[config.mk]
export PLATFORM = sky130hd
export DESIGN_NAME = frc_top
export DESIGN_NICKNAME = d
export VERILOG_FILES = /design/src/pkg/frc_pkg.sv /design/src/hw/frc_top.sv
export VERILOG_INCLUDE_DIRS = /design/src /design/src/pkg
export SDC_FILE = /design/constraint.sdc
export NUM_CORES = 1
export LEC_CHECK = 0
export ABC_CLOCK_PERIOD_IN_PS = 3000
export BUFFER_PORTS_ARGS = -buffer_cell sky130_fd_sc_hd__buf_4
export CAP_MARGIN = 10
export CELL_PAD_IN_SITES_DETAIL_PLACEMENT = 1
export CELL_PAD_IN_SITES_GLOBAL_PLACEMENT = 1
export CORE_MARGIN = 10
export CORE_UTILIZATION = 45
export DETAILED_ROUTE_END_ITERATION = 10
export PLACE_DENSITY_LB_ADDON = 0.05
export SYNTH_ARGS = -nofsm -noshare
export SYNTH_HDL_FRONTEND = slang
export SYNTH_SLANG_ARGS = --single-unit
[constraint.sdc]
create_clock -name CLOCK_IN -period 3 [get_ports CLOCK_IN]
set_clock_uncertainty 0.05 [all_clocks]
set_input_delay 0.6 -clock CLOCK_IN [delete_from_list [all_inputs] [get_ports CLOCK_IN]]
set_output_delay 0.6 -clock CLOCK_IN [all_outputs]
set_load 0.1 [all_outputs]
[src/pkg/frc_params.svh]
// offsets, field positions, reset values and command codes of the
// flash read-configuration block; included by the design and the bench
`ifndef FRC_PARAMS_SVH
`define FRC_PARAMS_SVH
`define FRC_NV_RESET      16'hffff
`define FRC_VOL_RESET     8'hfb
`define FRC_DUMMY_DEFAULT 4'ha
`define FRC_DUMMY_HI      7
`define FRC_DUMMY_LO      4
`define FRC_XIP_BIT       3
`define FRC_RSVD_BIT      2
`define FRC_NV_QUAD_BIT   3
`define FRC_NV_DUAL_BIT   2
`define FRC_WRAP_16       2'h0
`define FRC_WRAP_32       2'h1
`define FRC_WRAP_64       2'h2
`define FRC_OP_RD_NV      8'hb5
`define FRC_OP_WR_NV      8'hb1
`define FRC_OP_RD_VOL     8'h85
`define FRC_OP_WR_VOL     8'h81
`define FRC_OP_FAST_READ  8'h0b
`endif

[src/pkg/frc_pkg.sv]
// types of the flash read-configuration block
// assumes frc_params.svh is on the include path
package frc_pkg;
   typedef enum logic [2:0] {
      ST_CMD    = 3'b000,
      ST_WDATA  = 3'b001,
      ST_ADDR   = 3'b010,
      ST_DUMMY  = 3'b011,
      ST_ARRAY  = 3'b100,
      ST_REG    = 3'b101,
      ST_IGNORE = 3'b110
   } frc_state_t;

   typedef struct packed {
      frc_state_t      state;
      logic [2:0]      sclk_sync;
      logic [1:0]      cs_sync;
      logic [1:0]      mosi_sync;
      logic [4:0]      bit_cnt;
      logic [23:0]     in_sr;
      logic            is_nv;
      logic [15:0]     out_sr;
      logic [2:0]      out_bit;
      logic [3:0]      dcnt;
      logic [23:0]     fill_addr;
      logic            fill_on;
      logic [1:0][7:0] buf_mem;
      logic            wr_ptr;
      logic            rd_ptr;
      logic [1:0]      buf_cnt;
      logic            ready;
      logic            miso;
      logic            miso_oe;
      logic [15:0]     nv;
      logic [7:0]      vol;
      logic            quad;
      logic            dual;
      logic            execute_in_place_mode;
   } frc_regs_t;
endpackage : frc_pkg

[src/hw/frc_top.sv]
// serial flash read-configuration logic: nonvolatile and volatile config
// registers, register commands, fast read with dummy cycles and wrap.
// assumes spi mode 0 pins from the host, array data from a same-clock
// source with valid/ready, and sclk well below a quarter of CLOCK_IN.
//
// Function
// - nonvolatile register starts all ones and fixes power-on config
// - dedicated commands read and write the nonvolatile register
// - dummy codes all zeros and all ones both give the default count
// - reset image nv bits 2,3 both clear give quad; written nv bits never do
// - volatile bits 7:4 give dummy cycles after fast-read address
// - volatile bit 3 low enables execute in place; forced on variants
// - volatile bits 1:0 select wrap 16, 32, 64 bytes or continuous
// - wrap starts at sent address, runs to block end, back to start
// - wrap code 11 streams sequential addresses with no wrapping
// - volatile writes act at once and read back by its command
// - nv bits 15:12 are stored only; the dummy count comes from volatile bits 7:4
// - reset image nv bit 3 low enables quad, bit 2 low with bit 3 high dual, default ones
`timescale 1ns/1ps
`include "frc_params.svh"

module frc_top
   import frc_pkg::*;
#(
   parameter logic XIP_FORCED = 1'b0
) (
   input  wire logic        CLOCK_IN,
   input  wire logic        ARST_N_IN,
   input  wire logic        SCLK_IN,
   input  wire logic        CS_N_IN,
   input  wire logic        MOSI_IN,
   input  wire logic [7:0]  ARRAY_DATA_IN,
   input  wire logic        ARRAY_VALID_IN,
   output logic             ARRAY_READY_OUT,
   output logic [23:0]      ARRAY_ADDR_OUT,
   output logic             MISO_OUT,
   output logic             MISO_OE_OUT,
   output logic             QUAD_MODE_OUT,
   output logic             DUAL_MODE_OUT,
   output logic             EXECUTE_IN_PLACE_MODE_OUT,
   output logic [7:0]       VOL_CONFIG_OUT
);

   function automatic logic [3:0] dummy_decode(input logic [3:0] code);
      if (code == 4'h0 || code == 4'hf)
         return `FRC_DUMMY_DEFAULT;
      return code;
   endfunction : dummy_decode

   function automatic logic [23:0] wrap_next(input logic [23:0] a,
                                             input logic [1:0]  w);
      logic [23:0] r;
      r = a + 24'h1;
      case (w)
         `FRC_WRAP_16: r = {a[23:4], a[3:0] + 4'h1};
         `FRC_WRAP_32: r = {a[23:5], a[4:0] + 5'h1};
         `FRC_WRAP_64: r = {a[23:6], a[5:0] + 6'h1};
         default:      r = a + 24'h1;
      endcase
      return r;
   endfunction : wrap_next

   frc_regs_t st;
   frc_regs_t next_st;
   logic      rise_edge;
   logic      fall_edge;
   logic      cs_active;
   logic      mosi_bit;

   // edges come from the second and third flops only
   assign rise_edge = st.sclk_sync[1] & ~st.sclk_sync[2];
   assign fall_edge = ~st.sclk_sync[1] & st.sclk_sync[2];
   assign cs_active = ~st.cs_sync[1];
   assign mosi_bit  = st.mosi_sync[1];

   always_comb begin
      logic       push;
      logic       pop;
      logic       flush;
      logic [7:0] byte_out;
      logic [7:0] shifted;
      push     = st.ready & ARRAY_VALID_IN;
      pop      = 1'b0;
      flush    = 1'b0;
      byte_out = 8'h00;
      shifted  = {st.in_sr[6:0], mosi_bit};
      next_st  = st;
      next_st.sclk_sync = {st.sclk_sync[1:0], SCLK_IN};
      next_st.cs_sync   = {st.cs_sync[0], CS_N_IN};
      next_st.mosi_sync = {st.mosi_sync[0], MOSI_IN};
      if (!cs_active) begin
         next_st.state   = ST_CMD;
         next_st.bit_cnt = 5'h0;
         next_st.miso_oe = 1'b0;
         next_st.fill_on = 1'b0;
      end else begin
         case (st.state)
            ST_CMD: if (rise_edge) begin
               next_st.in_sr   = {st.in_sr[22:0], mosi_bit};
               next_st.bit_cnt = st.bit_cnt + 5'h1;
               if (st.bit_cnt == 5'h7) begin
                  next_st.bit_cnt = 5'h0;
                  next_st.state   = ST_IGNORE;
                  case (shifted)
                     `FRC_OP_RD_NV: begin
                        next_st.out_sr = st.nv;
                        next_st.state  = ST_REG;
                     end
                     `FRC_OP_RD_VOL: begin
                        next_st.out_sr = {st.vol, st.vol};
                        next_st.state  = ST_REG;
                     end
                     `FRC_OP_WR_NV: begin
                        next_st.is_nv = 1'b1;
                        next_st.state = ST_WDATA;
                     end
                     `FRC_OP_WR_VOL: begin
                        next_st.is_nv = 1'b0;
                        next_st.state = ST_WDATA;
                     end
                     `FRC_OP_FAST_READ: next_st.state = ST_ADDR;
                     default: next_st.state = ST_IGNORE;
                  endcase
               end
            end
            ST_WDATA: if (rise_edge) begin
               next_st.in_sr   = {st.in_sr[22:0], mosi_bit};
               next_st.bit_cnt = st.bit_cnt + 5'h1;
               if (st.is_nv && st.bit_cnt == 5'hf) begin
                  next_st.nv    = {st.in_sr[14:0], mosi_bit};
                  next_st.state = ST_IGNORE;
               end else if (!st.is_nv && st.bit_cnt == 5'h7) begin
                  next_st.vol   = shifted;
                  next_st.vol[`FRC_RSVD_BIT] = 1'b0;
                  next_st.state = ST_IGNORE;
               end
            end
            ST_ADDR: if (rise_edge) begin
               next_st.in_sr   = {st.in_sr[22:0], mosi_bit};
               next_st.bit_cnt = st.bit_cnt + 5'h1;
               if (st.bit_cnt == 5'h17) begin
                  // fetch starts during the dummy phase
                  next_st.fill_addr = {st.in_sr[22:0], mosi_bit};
                  next_st.fill_on   = 1'b1;
                  flush             = 1'b1;
                  next_st.dcnt  = dummy_decode(
                     st.vol[`FRC_DUMMY_HI:`FRC_DUMMY_LO]);
                  next_st.state = ST_DUMMY;
               end
            end
            ST_DUMMY: if (rise_edge) begin
               next_st.dcnt = st.dcnt - 4'h1;
               if (st.dcnt == 4'h1) begin
                  next_st.state   = ST_ARRAY;
                  next_st.out_bit = 3'h0;
               end
            end
            ST_ARRAY: if (fall_edge) begin
               next_st.miso_oe = 1'b1;
               next_st.out_bit = st.out_bit + 3'h1;
               if (st.out_bit == 3'h0) begin
                  // an underrun sends zeros rather than stall the host
                  if (st.buf_cnt != 2'h0) begin
                     byte_out = st.buf_mem[st.rd_ptr];
                     pop      = 1'b1;
                  end
                  next_st.miso   = byte_out[7];
                  next_st.out_sr = {byte_out[6:0], 9'h000};
               end else begin
                  next_st.miso   = st.out_sr[15];
                  next_st.out_sr = {st.out_sr[14:0], 1'b0};
               end
            end
            ST_REG: if (fall_edge) begin
               next_st.miso_oe = 1'b1;
               next_st.miso    = st.out_sr[15];
               next_st.out_sr  = {st.out_sr[14:0], st.out_sr[15]};
            end
            ST_IGNORE: next_st.miso_oe = 1'b0;
            default: next_st.state = ST_IGNORE;
         endcase
      end
      // two-entry buffer; ready drops at full so the array source stalls
      if (flush) begin
         next_st.buf_cnt = 2'h0;
         next_st.wr_ptr  = 1'b0;
         next_st.rd_ptr  = 1'b0;
      end else begin
         if (push) begin
            next_st.buf_mem[st.wr_ptr] = ARRAY_DATA_IN;
            next_st.wr_ptr    = ~st.wr_ptr;
            next_st.fill_addr = wrap_next(st.fill_addr,
                                          st.vol[1:0]);
         end
         if (pop)
            next_st.rd_ptr = ~st.rd_ptr;
         next_st.buf_cnt = st.buf_cnt + {1'b0, push} - {1'b0, pop};
      end
      next_st.ready = next_st.fill_on & (next_st.buf_cnt != 2'h2);
      next_st.execute_in_place_mode   = XIP_FORCED | ~next_st.vol[`FRC_XIP_BIT];
   end

   // literals cannot be bit-selected, so the images get names first
   localparam logic [15:0] NV_INIT  = `FRC_NV_RESET;
   localparam logic [7:0]  VOL_INIT = `FRC_VOL_RESET;

   localparam frc_regs_t RESET_ST = '{
      state: ST_CMD, sclk_sync: 3'h0, cs_sync: 2'h3, mosi_sync: 2'h0,
      bit_cnt: 5'h0, in_sr: 24'h0, is_nv: 1'b0, out_sr: 16'h0,
      out_bit: 3'h0, dcnt: 4'h0, fill_addr: 24'h0, fill_on: 1'b0,
      buf_mem: 16'h0, wr_ptr: 1'b0, rd_ptr: 1'b0, buf_cnt: 2'h0,
      ready: 1'b0, miso: 1'b0, miso_oe: 1'b0,
      nv: NV_INIT,
      vol: VOL_INIT,
      // protocol is fixed from the nv image at power-on only
      quad: ~NV_INIT[`FRC_NV_QUAD_BIT],
      dual: ~NV_INIT[`FRC_NV_DUAL_BIT]
            & NV_INIT[`FRC_NV_QUAD_BIT],
      execute_in_place_mode: XIP_FORCED | ~VOL_INIT[`FRC_XIP_BIT]};

   always_ff @(posedge CLOCK_IN or negedge ARST_N_IN) begin
      if (!ARST_N_IN)
         st <= RESET_ST;
      else
         st <= next_st;
   end

   assign ARRAY_READY_OUT           = st.ready;
   assign ARRAY_ADDR_OUT            = st.fill_addr;
   assign MISO_OUT                  = st.miso;
   assign MISO_OE_OUT               = st.miso_oe;
   assign QUAD_MODE_OUT             = st.quad;
   assign DUAL_MODE_OUT             = st.dual;
   assign EXECUTE_IN_PLACE_MODE_OUT = st.execute_in_place_mode;
   assign VOL_CONFIG_OUT            = st.vol;
endmodule : frc_top

==> insert_results.sql <==
INSERT INTO impl_metrics (metric_group, metric, value, unit) VALUES
('route', 'dr_total_vias', '4927', ''),
('min_path', 'hold_class', 'in -> async', ''),
('clock_tree', 'cts.htree.levels', '4', ''),
('final_layout', 'drive_above_1_share', '30.3', '%'),
('clock_tree', 'clkLatencyLatePin', '0.42', 'ns'),
('route', 'vias_per_cell', '5.78', ''),
('power_and_ir_drop', 'p_comb_share', '5.0', '%'),
('critical_path', 'critPathLaunch', 'st[79]$_DFFE_PN0P_', ''),
('final_layout', 'fillCellCount', '1565', ''),
('power_and_ir_drop', 'static-leakage-power', '0.00337', 'uW'),
('yosys', 'synth_top_flop_cell', 'sky130_fd_sc_hd__dfrtp_1', ''),
('timing', 'post-route-min-period', '2.62', 'ns'),
('global_route', 'first_global_vias', '5178', ''),
('yosys', 'synth_mux_area_share', '12.3', '%'),
('placement', 'detailedPlacementHpwl', '12.7', 'mm'),
('final_layout', 'area.growth.synth_to_final', '15.4', '%'),
('floorplan', 'chipHeight', '142', 'um'),
('floorplan', 'initial_core_util', '46.0', '%'),
('yosys', 'syn_area_per_cell', '10.7', 'um^2'),
('final_layout', 'multiInputGateArea', '0.00290', 'mm^2'),
('clock_tree', 'tritoncts_clock_tree', 'built', ''),
('yosys', 'syn_warnings', '0', ''),
('clock_tree', 'path_clk_slew', '0.06', 'ns'),
('yosys', 'syn_inst', '628', ''),
('critical_path', 'reg2reg_slack', '0.38', 'ns'),
('route', 'detail_route.wl_per_cell', '20.8', 'um'),
('floorplan', 'floorplan.die_area', '0.0202', 'mm^2'),
('power_and_ir_drop', 'total_power', '4490', 'uW'),
('critical_path', 'critical_path_required', '3.26', 'ns'),
('timing', 'timing.final.ws_setup', '0.376', 'ns'),
('timing', 'final-hold-violation-count', '0', ''),
('final_layout', 'regArea', '0.00338', 'mm^2'),
('timing', 'finalCritPeriodShare', '87.5', '%'),
('yosys', 'synth_cell_types', '65', ''),
('power_and_ir_drop', 'p_int', '3420', 'uW'),
('yosys', 'synth-compound-area-share', '9.97', '%'),
('placement', 'io_buffers', '48', ''),
('clock_tree', 'cts_setup_buffers', '0', ''),
('clock_tree', 'cts_hold_buffers', '0', ''),
('route', 'drt_iter0_markers', '211', ''),
('critical_path', 'startpoint_type', 'register', ''),
('critical_path', 'end_kind', 'register', ''),
('timing', 'rsz_0062_raised_after_global_routing', 'false', ''),
('clock_tree', 'cts-root-to-sink-buffers', '2', ''),
('yosys', 'yosys.area_share.xor_xnor', '3.52', '%'),
('yosys', 'synth_adder_area_share', '1.68', '%'),
('critical_path', 'path_class', 'reg -> reg', ''),
('floorplan', 'num_rows', '44', ''),
('timing', 'maxSlewViolCount', '0', ''),
('critical_path', 'arrival', '2.88', 'ns'),
('critical_path', 'worst-r2r-cell-count', '11', ''),
('clock_tree', 'cts_root_buf', 'sky130_fd_sc_hd__clkbuf_16', ''),
('power_and_ir_drop', 'vdd_ir_drop_max', '0.000354', 'V'),
('floorplan', 'io_pins', '52', ''),
('yosys', 'synth_top_area_share', '40.6', '%'),
('global_route', 'grt_pass1_wl', '28.9', 'mm'),
('outcome', 'run_status', 'completed', ''),
('timing', 'fmax', '381', 'MHz'),
('yosys', 'synth.cell_area', '0.00672', 'mm^2'),
('yosys', 'yosys.cell_count.top_type', 'sky130_fd_sc_hd__dfrtp_1', ''),
('floorplan', 'core_ar', '0.0146', 'mm^2'),
('critical_path', 'timing.rr.start', 'st[79]$_DFFE_PN0P_', ''),
('route', 'firstDrtPassIters', '4', ''),
('power_and_ir_drop', 'netSwitchingFraction', '23.7', '%'),
('clock_tree', 'post_cts.resized_instances', '0', ''),
('placement', 'gp_congestion', '0.841', ''),
('critical_path', 'worst-path-max-fanout', '6', ''),
('clock_tree', 'clkSinkCount', '134', ''),
('final_layout', 'antenna_cells_inserted', '0', ''),
('placement', 'post_dp_cell_area', '0.00711', 'mm^2'),
('clock_tree', 'cts_buffers', '17', '');
==> through the flow <==
step,hold slack [ns],instances
finish,0.136,853
global route,0.181,853
CTS,0.171,853
detailed placement,0.288,821
global placement,0.284,821
floorplan,0.254,630
==> cell usage in the layout, fill, tap and decap left out, drive strengths merged, types with 6 or more instances in the layout <==
| cell type | count |
|---|---|
| nand2 | 23 |
| buf | 68 |
| nor2 | 65 |
| nor3 | 13 |
| a21oi | 39 |
| a31oi | 11 |
| nand4 | 13 |
| xnor2 | 19 |
| dfrtp | 109 |
| and3 | 7 |
| clkbuf | 21 |
| nand3 | 25 |
| clkinv | 6 |
| a22oi | 8 |
| mux2i | 7 |
| mux2 | 67 |
| xor2 | 8 |
| dfstp | 25 |
| o21ai | 20 |
| ha | 9 |
| inv | 20 |
==> power by group through the flow <==
stage / clock network [uW] / registers [uW] / logic, uW
finish: 2260 / 2000 / 223
global route: 2390 / 2010 / 244
CTS: 2300 / 2000 / 227
detailed placement: 0 / 2030 / 226
global placement: 0 / 2020 / 214
floorplan: 0 / 1960 / 124
==> kinds of logic after synthesis <==
family,Yosys count
muxes,74
adders and majority gates,9
AOI/OAI and AO/OA,107
xor gates and xnor gates,27
other,1
and+or+nand+nor,196
DFF,134
buffers and inverters,80
==> layout make-up <==
class / count / area share [%]
Clock inverter: 11 / 2.19
Timing Repair Buffer: 68 / 6.79
Sequential cell: 134 / 43.7
Inverter: 19 / 0.920
Clock buffer: 21 / 6.07
Tap cell: 184 / 2.97
Multi-Input combinational cell: 416 / 37.4
==> worst max-delay path, cell delays in order (launching register included) <==
cell	delay (ns)
sky130_fd_sc_hd__dfrtp_1	0.38
sky130_fd_sc_hd__inv_1	0.11
sky130_fd_sc_hd__ha_1	0.17
sky130_fd_sc_hd__nor3b_1	0.28
sky130_fd_sc_hd__o21ai_1	0.25
sky130_fd_sc_hd__nor2_1	0.24
sky130_fd_sc_hd__ha_1	0.27
sky130_fd_sc_hd__inv_1	0.06
sky130_fd_sc_hd__ha_1	0.14
sky130_fd_sc_hd__xor2_1	0.18
sky130_fd_sc_hd__xnor2_1	0.11
sky130_fd_sc_hd__o31a_1	0.27
==> worst max path at each step <==
stage | to | slack, ns | cells past startpoint
after floorplan | ARRAY_READY_OUT$_DFF_PN0_ | 0.41 | 11
after detailed placement | ARRAY_READY_OUT$_DFF_PN0_ | 0.37 | 11
after global placement | ARRAY_READY_OUT$_DFF_PN0_ | 0.53 | 11
final | ARRAY_READY_OUT$_DFF_PN0_ | 0.38 | 11
after global routing | ARRAY_READY_OUT$_DFF_PN0_ | 0.10 | 11
after CTS | ARRAY_READY_OUT$_DFF_PN0_ | 0.37 | 11
==> layer usage <==
layer  GRT usage (%)  wire, um  share of wire [%]  vias to the layer above
met5               0         0                  0                        -
met4            6.02       285                1.6                        0
met3            4.51       802                4.5                       25
met2            28.9      8530                 48                       85
met1            23.3      8100                 46                     2529
li1                -         -                  -                     2288
==> flip-flops by register name (all words and copies together), names as in the netlist <==
name / cells
ARRAY_READY_OUT: 1
next_st: 4
ARRAY_ADDR_OUT: 24
st: 94
EXECUTE_IN_PLACE_MODE_OUT: 1
MISO_OE_OUT: 1
VOL_CONFIG_OUT: 7
mosi_bit: 1
MISO_OUT: 1
Note: power is estimated with default switching activity, not from simulation.
